**src/wss_consts.svh**
```systemverilog
/*
 Constants of the word-serial servant port: register offsets, fixed register
 values, command codes and backplane address-modifier codes.
 Assumes inclusion by bare name from wss_servant and wss_term_det.
*/
`ifndef WSS_CONSTS_SVH
`define WSS_CONSTS_SVH

`define WSS_OFS_IDENT 5'h00
`define WSS_OFS_MODEL 5'h02
`define WSS_OFS_STATE 5'h04
`define WSS_OFS_WINBASE 5'h06
`define WSS_OFS_PROTO 5'h08
`define WSS_OFS_REPLY 5'h0a
`define WSS_OFS_UPPER 5'h0c
`define WSS_OFS_DLOW 5'h0e

`define WSS_BLOCK_BASE 16'hc000
`define WSS_PROTO_VALUE 16'hefff
`define WSS_CAPABILITY 16'hff6b
`define WSS_REPLY_IDLE 16'hf9ff
`define WSS_REPLY_RR_BIT 10
`define WSS_REPLY_WR_BIT 9
`define WSS_CTRL_RESET_BIT 0
`define WSS_CTRL_SFINH_BIT 1

`define WSS_CMD_BYTE_AVAIL 8'hbc
`define WSS_CMD_BYTE_AVAIL_END 8'hbd
`define WSS_CMD_BYTE_REQ 16'hdeff
`define WSS_CMD_READ_PROTO 16'hcfff
`define WSS_CMD_TRIGGER 16'hedff
`define WSS_CMD_CLEAR 16'hffff

`define WSS_AM_A16_USER 6'h29
`define WSS_AM_A16_SUPER 6'h2d
`define WSS_STATID_CAUSE 8'hfd

`define WSS_CHAR_CR 8'h0d
`define WSS_CHAR_LF 8'h0a

`endif

```
**src/wss_pkg.sv**
```systemverilog
/*
 Types shared by the word-serial servant port.
 Assumes the constants header sits in the same folder.
*/
package wss_pkg;

typedef enum logic [1:0] {
    BUS_IDLE,
    BUS_HOLD
} wss_bus_st_t;

typedef enum logic [1:0] {
    MSG_IDLE,
    MSG_PUSH,
    MSG_WAIT,
    MSG_HOLD
} wss_msg_st_t;

typedef struct packed {
    wss_bus_st_t bus;
    wss_msg_st_t msg;
    logic [15:0] rdata;
    logic data_oe;
    logic dtack;
    logic iack_out;
    logic irq;
    logic wr_rdy;
    logic rd_rdy;
    logic [15:0] dlow;
    logic [8:0] push_word;
    logic reply_rdy;
    logic soft_rst;
    logic sf_inhibit;
    logic trig;
} wss_state_t;

endpackage

```
**src/wss_fifo.sv**
```systemverilog
/*
 Synchronous FIFO with a registered output stage; valid/ready on both sides.
 Assumes one clock and a synchronous active-high reset; flush empties it.
*/
`timescale 1ns/10ps
module wss_fifo #(
    parameter int WIDTH = 9,
    parameter int DEPTH = 32
) (
    input wire logic clk_i,               // Clock
    input wire logic rst_i,               // Synchronous reset
    input wire logic flush_i,             // Drop all content
    input wire logic in_valid_i,          // Word offered
    input wire logic [WIDTH-1:0] in_data_i, // Word offered
    output logic in_ready_o,              // Room for a word
    output logic out_valid_o,             // Output word valid
    output logic [WIDTH-1:0] out_data_o,  // Output word
    input wire logic out_ready_i          // Drain side takes word
);
    localparam int AW = $clog2(DEPTH);

    typedef struct packed {
        logic [DEPTH-1:0][WIDTH-1:0] mem;
        logic [AW-1:0] wp;
        logic [AW-1:0] rp;
        logic [AW:0] cnt;
        logic ov;
        logic [WIDTH-1:0] od;
    } wss_fifo_st_t;

    wss_fifo_st_t s_r;
    wss_fifo_st_t s_nxt;
    logic push;
    logic take;

    assign in_ready_o = (s_r.cnt < (AW+1)'(DEPTH));
    assign out_valid_o = s_r.ov;
    assign out_data_o = s_r.od;

    always_comb begin
        s_nxt = s_r;
        push = in_valid_i && in_ready_o;
        take = (!s_r.ov || out_ready_i) && (s_r.cnt != '0);
        if (push) begin
            s_nxt.mem[s_r.wp] = in_data_i;
            s_nxt.wp = s_r.wp + AW'(1);
        end
        if (take) begin
            s_nxt.od = s_r.mem[s_r.rp];
            s_nxt.rp = s_r.rp + AW'(1);
        end
        if (!s_r.ov || out_ready_i) begin
            s_nxt.ov = take;
        end
        s_nxt.cnt = s_r.cnt + (AW+1)'(push) - (AW+1)'(take);
        if (flush_i) begin
            s_nxt.wp = '0;
            s_nxt.rp = '0;
            s_nxt.cnt = '0;
            s_nxt.ov = 1'b0;
        end
    end

    always_ff @(posedge clk_i) begin
        if (rst_i) begin
            s_r <= '0;
        end else begin
            s_r <= s_nxt;
        end
    end
endmodule

```
**src/wss_servant.sv**
```systemverilog
/*
 Message-based word-serial servant on a short-address, 16-bit backplane:
 configuration registers, base decode from the address switches, normal
 transfer handshake, status/ID interrupter, and the byte streams to and from
 the module's command logic.
 Assumes backplane strobes already synchronous to clk_i, one clock, and
 word-wide (both data strobes) accesses.
*/
`timescale 1ns/10ps
`include "wss_consts.svh"
module wss_servant #(
    parameter logic [15:0] IDENT_WORD = 16'h1234, // Arbitrary maker code
    parameter logic [15:0] MODEL_WORD = 16'h5678, // Arbitrary model code
    parameter logic [2:0] IRQ_LEVEL = 3'h1,       // Interrupt line used
    parameter int FIFO_DEPTH = 32                 // Inbound byte buffer
) (
    input wire logic clk_i,              // 25 MHz clock
    input wire logic rst_i,              // Synchronous reset
    input wire logic [7:0] la_i,         // Logical address switches
    input wire logic modid_n_i,          // Module-identify line
    input wire logic as_n_i,             // Address strobe
    input wire logic ds0_n_i,            // Data strobe, low byte
    input wire logic ds1_n_i,            // Data strobe, high byte
    input wire logic write_n_i,          // Low for write
    input wire logic iack_n_i,           // Interrupt acknowledge cycle
    input wire logic iackin_n_i,         // Acknowledge daisy chain in
    input wire logic [5:0] am_i,         // Address modifier
    input wire logic [15:1] addr_i,      // Word address
    input wire logic [15:0] data_i,      // Data from bus
    output logic [15:0] data_o,          // Data to bus
    output logic data_oe_o,              // Drive data lines
    output logic dtack_n_o,              // Acknowledge, active low
    output logic iackout_n_o,            // Acknowledge daisy chain out
    output logic irq_n_o,                // Interrupt request, active low
    output logic sf_inhibit_o,           // Failure-line inhibit from control
    output logic trig_o,                 // Trigger command pulse
    output logic msg_valid_o,            // Received byte valid
    output logic [7:0] msg_data_o,       // Received byte
    output logic msg_end_o,              // Byte carried the end flag
    input wire logic msg_ready_i,        // Command logic takes byte
    input wire logic reply_valid_i,      // Reply byte offered
    input wire logic [7:0] reply_data_i, // Reply byte
    input wire logic reply_end_i,        // Last byte of reply
    output logic reply_ready_o           // Reply byte taken
);
    wss_pkg::wss_state_t s_r;
    wss_pkg::wss_state_t s_nxt;

    logic rx_ready;
    logic rx_valid;
    logic [8:0] rx_out;
    logic term_seen;
    logic strobes;
    logic released;
    logic space_ok;
    logic block_hit;
    logic [4:0] ofs;
    logic iack_ours;
    logic [15:0] rd_word;
    logic [15:0] reply_word;
    logic [15:0] state_word;
    logic push_fire;

    wss_fifo #(
        .WIDTH(9),
        .DEPTH(FIFO_DEPTH)
    ) u_rx_fifo (
        .clk_i(clk_i),
        .rst_i(rst_i),
        .flush_i(s_r.soft_rst),
        .in_valid_i(rx_valid),
        .in_data_i(s_r.push_word),
        .in_ready_o(rx_ready),
        .out_valid_o(msg_valid_o),
        .out_data_o(rx_out),
        .out_ready_i(msg_ready_i)
    );

    assign msg_data_o = rx_out[7:0];
    assign msg_end_o = rx_out[8];

    wss_term_det u_term (
        .clk_i(clk_i),
        .rst_i(rst_i),
        .clear_i(s_r.soft_rst),
        .byte_valid_i(push_fire),
        .byte_i(s_r.push_word[7:0]),
        .term_o(term_seen)
    );

    assign rx_valid = (s_r.msg == wss_pkg::MSG_PUSH);
    assign push_fire = rx_valid && rx_ready;

    assign data_o = s_r.rdata;
    assign data_oe_o = s_r.data_oe;
    assign dtack_n_o = !s_r.dtack;
    assign iackout_n_o = !s_r.iack_out;
    assign irq_n_o = !s_r.irq;
    assign sf_inhibit_o = s_r.sf_inhibit;
    assign trig_o = s_r.trig;
    assign reply_ready_o = s_r.reply_rdy;

    always_comb begin
        strobes = !as_n_i && !ds0_n_i && !ds1_n_i;
        released = ds0_n_i && ds1_n_i;
        space_ok = (am_i == `WSS_AM_A16_USER) || (am_i == `WSS_AM_A16_SUPER);
        // Block base is switches * 40h + C000h; the block spans 64 bytes
        block_hit = ({addr_i[15:6], 6'h00} == (`WSS_BLOCK_BASE + {2'b00, la_i, 6'h00}));
        // Upper half of the block maps to no register, so it never aliases one
        ofs = addr_i[5] ? 5'h1f : {addr_i[4:1], 1'b0};
        iack_ours = !iack_n_i && !iackin_n_i && (addr_i[3:1] == IRQ_LEVEL) && s_r.irq;
        state_word = {1'b0, modid_n_i, 10'h3ff, !s_r.soft_rst, !s_r.soft_rst, 2'b11};
        reply_word = `WSS_REPLY_IDLE;
        reply_word[`WSS_REPLY_RR_BIT] = s_r.rd_rdy;
        reply_word[`WSS_REPLY_WR_BIT] = s_r.wr_rdy;
        // Undefined and write-only locations answer but read as zero
        case (ofs)
            `WSS_OFS_IDENT: rd_word = IDENT_WORD;
            `WSS_OFS_MODEL: rd_word = MODEL_WORD;
            `WSS_OFS_STATE: rd_word = state_word;
            `WSS_OFS_PROTO: rd_word = `WSS_PROTO_VALUE;
            `WSS_OFS_REPLY: rd_word = reply_word;
            `WSS_OFS_DLOW: rd_word = s_r.dlow;
            default: rd_word = 16'h0000;
        endcase
    end

    always_comb begin
        s_nxt = s_r;
        s_nxt.trig = 1'b0;
        s_nxt.soft_rst = 1'b0;

        // Bus slave: the port only answers, it never starts a cycle
        case (s_r.bus)
            wss_pkg::BUS_IDLE: begin
                if (iack_ours && !as_n_i && !ds0_n_i) begin
                    s_nxt.rdata = {`WSS_STATID_CAUSE, la_i};
                    s_nxt.data_oe = 1'b1;
                    s_nxt.dtack = 1'b1;
                    s_nxt.irq = 1'b0;
                    s_nxt.bus = wss_pkg::BUS_HOLD;
                end else if (!iack_n_i && !iackin_n_i && !as_n_i && !iack_ours) begin
                    // Not our level or nothing pending: hand the chain on
                    s_nxt.iack_out = 1'b1;
                end else if (strobes && iack_n_i && space_ok && block_hit) begin
                    s_nxt.dtack = 1'b1;
                    s_nxt.bus = wss_pkg::BUS_HOLD;
                    if (write_n_i) begin
                        s_nxt.rdata = rd_word;
                        s_nxt.data_oe = 1'b1;
                        if (ofs == `WSS_OFS_DLOW && s_r.msg == wss_pkg::MSG_HOLD) begin
                            s_nxt.rd_rdy = 1'b0;
                            s_nxt.wr_rdy = 1'b1;
                            s_nxt.msg = wss_pkg::MSG_IDLE;
                        end
                    end else if (ofs == `WSS_OFS_STATE) begin
                        s_nxt.sf_inhibit = data_i[`WSS_CTRL_SFINH_BIT];
                        s_nxt.soft_rst = data_i[`WSS_CTRL_RESET_BIT];
                    end else if (ofs == `WSS_OFS_DLOW && s_r.wr_rdy) begin
                        // Byte, request and protocol-read commands take write-ready away
                        s_nxt.wr_rdy = 1'b0;
                        if (data_i[15:8] == `WSS_CMD_BYTE_AVAIL ||
                            data_i[15:8] == `WSS_CMD_BYTE_AVAIL_END) begin
                            s_nxt.push_word = {data_i[8], data_i[7:0]};
                            s_nxt.msg = wss_pkg::MSG_PUSH;
                        end else if (data_i == `WSS_CMD_BYTE_REQ) begin
                            s_nxt.msg = wss_pkg::MSG_WAIT;
                        end else if (data_i == `WSS_CMD_READ_PROTO) begin
                            s_nxt.dlow = `WSS_CAPABILITY;
                            s_nxt.rd_rdy = 1'b1;
                            s_nxt.msg = wss_pkg::MSG_HOLD;
                        end else begin
                            // Trigger, clear and unknown commands finish at once
                            s_nxt.trig = (data_i == `WSS_CMD_TRIGGER);
                            s_nxt.soft_rst = (data_i == `WSS_CMD_CLEAR);
                            s_nxt.wr_rdy = 1'b1;
                        end
                    end
                    // Other writes, including read-only offsets, are dropped
                end
                if (as_n_i) begin
                    s_nxt.iack_out = 1'b0;
                end
            end
            wss_pkg::BUS_HOLD: begin
                if (released) begin
                    s_nxt.dtack = 1'b0;
                    s_nxt.data_oe = 1'b0;
                    s_nxt.bus = wss_pkg::BUS_IDLE;
                end
            end
            default: begin
                s_nxt.bus = wss_pkg::BUS_IDLE;
            end
        endcase

        // Message side: back-pressure from the FIFO holds write-ready low
        case (s_r.msg)
            wss_pkg::MSG_PUSH: begin
                if (rx_ready) begin
                    s_nxt.msg = wss_pkg::MSG_IDLE;
                    s_nxt.wr_rdy = 1'b1;
                end
            end
            wss_pkg::MSG_WAIT: begin
                if (s_r.reply_rdy && reply_valid_i) begin
                    s_nxt.dlow = {7'h00, reply_end_i, reply_data_i};
                    s_nxt.rd_rdy = 1'b1;
                    s_nxt.irq = 1'b1;
                    s_nxt.reply_rdy = 1'b0;
                    s_nxt.msg = wss_pkg::MSG_HOLD;
                end else begin
                    s_nxt.reply_rdy = term_seen;
                end
            end
            wss_pkg::MSG_IDLE: begin
                s_nxt.reply_rdy = 1'b0;
            end
            wss_pkg::MSG_HOLD: begin
                s_nxt.reply_rdy = 1'b0;
            end
            default: begin
                s_nxt.msg = wss_pkg::MSG_IDLE;
            end
        endcase

        if (s_r.soft_rst) begin
            s_nxt.msg = wss_pkg::MSG_IDLE;
            s_nxt.wr_rdy = 1'b1;
            s_nxt.rd_rdy = 1'b0;
            s_nxt.reply_rdy = 1'b0;
            s_nxt.irq = 1'b0;
        end
    end

    always_ff @(posedge clk_i) begin
        if (rst_i) begin
            s_r <= '0;
            s_r.wr_rdy <= 1'b1;
        end else begin
            s_r <= s_nxt;
        end
    end
endmodule

```
**src/wss_term_det.sv**
```systemverilog
/*
 Watches the accepted message bytes and flags a completed CR LF terminator.
 Assumes byte_valid_i pulses once per byte accepted from the commander.
*/
`timescale 1ns/10ps
`include "wss_consts.svh"
module wss_term_det (
    input wire logic clk_i,         // Clock
    input wire logic rst_i,         // Synchronous reset
    input wire logic clear_i,       // Forget any terminator
    input wire logic byte_valid_i,  // One accepted byte
    input wire logic [7:0] byte_i,  // Its value
    output logic term_o             // Last two bytes were CR LF
);
    typedef struct packed {
        logic last_cr;
        logic term;
    } wss_term_st_t;

    wss_term_st_t s_r;
    wss_term_st_t s_nxt;

    assign term_o = s_r.term;

    always_comb begin
        s_nxt = s_r;
        if (byte_valid_i) begin
            // Any further byte starts a new message, so the flag drops
            s_nxt.term = s_r.last_cr && (byte_i == `WSS_CHAR_LF);
            s_nxt.last_cr = (byte_i == `WSS_CHAR_CR);
        end
        if (clear_i) begin
            s_nxt = '0;
        end
    end

    always_ff @(posedge clk_i) begin
        if (rst_i) begin
            s_r <= '0;
        end else begin
            s_r <= s_nxt;
        end
    end
endmodule
```
**config.mk**
```make
export PLATFORM = sky130hd
export DESIGN_NAME = wss_servant
export DESIGN_NICKNAME = d
export VERILOG_FILES = /design/src/wss_pkg.sv /design/src/wss_fifo.sv /design/src/wss_servant.sv /design/src/wss_term_det.sv
export VERILOG_INCLUDE_DIRS = /design/src
export SDC_FILE = /design/constraint.sdc
export NUM_CORES = 1
export LEC_CHECK = 0
export ABC_AREA = 0
export BUFFER_PORTS_ARGS = -buffer_cell sky130_fd_sc_hd__buf_2
export CAP_MARGIN = 20
export CORE_MARGIN = 3
export CORE_UTILIZATION = 40
export DETAILED_ROUTE_END_ITERATION = 6
export HOLD_SLACK_MARGIN = 0.02
export PLACE_DENSITY = 0.62
export SYNTH_ARGS = -nofsm -noshare
export SYNTH_HDL_FRONTEND = slang
export SYNTH_HIERARCHICAL = 1
export SYNTH_SLANG_ARGS = --single-unit
```
**constraint.sdc**
```tcl
create_clock -name clk_i -period 3.45 [get_ports clk_i]
set_input_delay 0.5175 -clock clk_i [delete_from_list [all_inputs] [get_ports clk_i]]
set_output_delay 0.5175 -clock clk_i [all_outputs]
set_load 0.005 [all_outputs]
```
==> reports/metrics.csv <==
stage,metric,value,unit
outcome,status,"finished, final reports clean",
critical_path,worstSetupEndpointType,flip-flop,
grt,grt_pass1_wl,74700,µm
drt,vias_per_cell,5.68,
power,leakage,6.39,nW
synth,ys.flop_type,dfxtp_1,
power,pwr_density_cell,519,nW/µm²
clocking,cts.clk_slew.worst_paths,0.06,ns
cells_and_area,drive_above_1_share,0.157,
critical_path,crit_path_top_delay_cell,dfxtp_2,
worst_hold_path,min_path_type,input pin to flip-flop,
clocking,clockBufferDepth,3,
die,io_pins,98,
cells_and_area,finalNonFillerCells,2445,
synth,synth_cells,1870,
synth,synth_edf_count,0,
drt,dr.first_iter.drc_count,1077,
timing,rsz0062_at_grt,false,
die,die-area,45300,µm²
clocking,cts_tree,yes,
clocking,cts_root_buf,clkbuf_16,
critical_path,cpLargestDelayFamily,flip-flops,
drt,detail-route-antenna-nets,0,
synth,async_reset_ff_frac,0,
timing,relSlewSlack,0.338,
die,initial_core_util,0.406,
place,io_buffers,96,
synth,ys_seq_area_frac,0.433,
critical_path,crit_type,flip-flop to flip-flop,
grt,overflow,0,
die,die_h,213,µm
critical_path,worst-path-buf-inv,2,
cells_and_area,layout.nets,1962,
cells_and_area,area_delta_synth_final,12.1,%
timing,tns,0,ns
place,gp_congestion,0.904,
drt,dr.pass1.iters,5,
grt,grt_pass1_vias,13500,
timing,period_share,0.795,
die,coreArea,42100,µm²
grt,grtUsageTotal,0.205,
timing,slew_viol_final,0,
synth,ys_ff_latch,370,
timing,fin_crit,2.74,ns
clocking,clkSinkCount,370,
critical_path,crit_arrival,3.16,ns
timing,worstMarginPinSlew,0.992,ns
synth,synth_top_area_share,0.433,
cells_and_area,antenna_cells,0,
critical_path,start_kind,flip-flop,
synth,syn_area,17100,µm²
critical_path,worstPathRequired,3.86,ns
timing,hold_violations,0,
die,die_w,213,µm
clocking,post_cts_resized,0,
place,hpwl,30700,µm
clocking,cts_max_level,2,
clocking,hold_buffers,0,
cells_and_area,final_cell_mix,"368 x dfxtp_1, 206 x a21oi_1, 194 x nand2_1",
clocking,worst_skew_pair.late_latency,0.53,ns
critical_path,slowest_delay,0.77,ns
critical_path,cpMostUsedCell,buf_4,
synth,synth_largest_area_cell,dfxtp_1,
timing,max_freq,365,MHz
clocking,cts_made_buffers,41,
synth,synth_nets,1953,
grt,antenna_found_initial,0,
grt,grt_max_degree,136,
power,ir_worst_vdd,0.275,mV
place,place_inst,2374,
timing,setup_viol,0,
clocking,post_cts_buffers,0,
synth,yosysUniqueCellTypes,76,
timing,skew,0.0140,ns
cells_and_area,layout_commonest_cell,dfxtp_1,
critical_path,cp_max_fo,27,
synth,ys.warnings.count,6,
job,maxCapViolations,0,
drt,drt_wl_total,47100,µm
critical_path,crit_chain,"buf_4, nor2b_1, a2111oi_0, buf_4, a21oi_1, a22o_1",
die,rows,75,
drt,drc_errors,0,
synth,synth.avg_cell_area,9.15,µm²
synth,synthTopCellsByArea,"dfxtp_1 43%, mux2i_1 10%, mux4_2 6.8%",
drt,vias,13900,
drt,wire_per_inst,19.2,µm
-- worst paths after layout --
kind | startpoint | to | slack [ns] | cells after the start
min | reply_data_i[7] | s_r[20] | 0.25 | 3
max reg2reg | u_rx_fifo/s_r[18] | u_rx_fifo/out_data_o[0] | 0.71 | 6
min reg2reg | u_rx_fifo/s_r[88] | u_rx_fifo/s_r[88] | 0.45 | 2
max | u_rx_fifo/s_r[18] | u_rx_fifo/out_data_o[0] | 0.71 | 6
-- metrics by stage --
stage	worst slack (ns)	hold WS [ns]	instance area, µm²	util	total power (W)
floorplan	0.902	0.432	17100	-	0.00553
global placement	0.768	0.438	17800	0.423	0.00581
detailed placement	0.793	0.446	17800	0.423	0.00582
CTS	0.754	0.230	19200	0.455	0.0101
global route	0.508	0.246	19200	0.455	0.0104
finish	0.707	0.252	19200	0.455	0.00995
-- per-layer routing --
layer / vias up / wire length, µm / GRT usage
met5: - / 0 / 0
met4: 0 / 1010 / 0.0516
met3: 72 / 2400 / 0.0210
met2: 391 / 22500 / 0.343
met1: 6794 / 21100 / 0.285
li1: 6633 / - / -
-- cell type report --
| class | instances | area, µm² |
|---|---|---|
| fillers | 3972 | 23000 |
| well taps | 539 | 674 |
| repair buffers | 149 | 933 |
| multi-input cells | 1288 | 8720 |
| flip-flops and latches | 370 | 7410 |
| clock buffers | 59 | 1220 |
| clock inverters | 11 | 91.3 |
| inverters | 29 | 109 |
-- cells in the mapped netlist (all sizes together) (18+ instances only) --
master and n:
mux4 54, dfxtp 370, nand2 194, inv 29, mux2i 177, buf 61, a22oi 18, nor2 184
a21oi 206, nor3 18, nand3 164, clkbuf 122, o21ai 36
-- flip-flops by register name, summed over array words and instances, names as in the netlist --
register	flops
s_r	32
u_rx_fifo/out_valid_o	1
u_term/s_r	1
sf_inhibit_o	1
u_rx_fifo/s_r	304
u_term/term_o	1
reply_word	2
trig_o	1
u_rx_fifo/out_data_o	9
data_oe_o	1
reply_ready_o	1
data_o	16
-- where the power goes --
part           internal [W]  switching (W)  total [W]
Sequential          0.00433       0.000113    0.00444
Clock               0.00253        0.00170    0.00423
Combinational      0.000558       0.000718    0.00128
-- cells by family after synthesis --
logic type	count (synthesis)	share of synthesized area
adder cells (fa/ha/maj)	18	0.0136
XOR/XNOR	20	0.0102
multiplexers	231	0.175
AO/OA/AOI/OAI	371	0.131
flip-flops	370	0.433
AND/OR/NAND/NOR	648	0.179
buffers and inverters	212	0.0579
-- tightest hold or removal path, stage by stage --
cell and delay, ns:
buf_2 0.11, nand2_1 0.05, a21oi_1 0.05
Note: power is estimated with default switching activity, not from simulation.
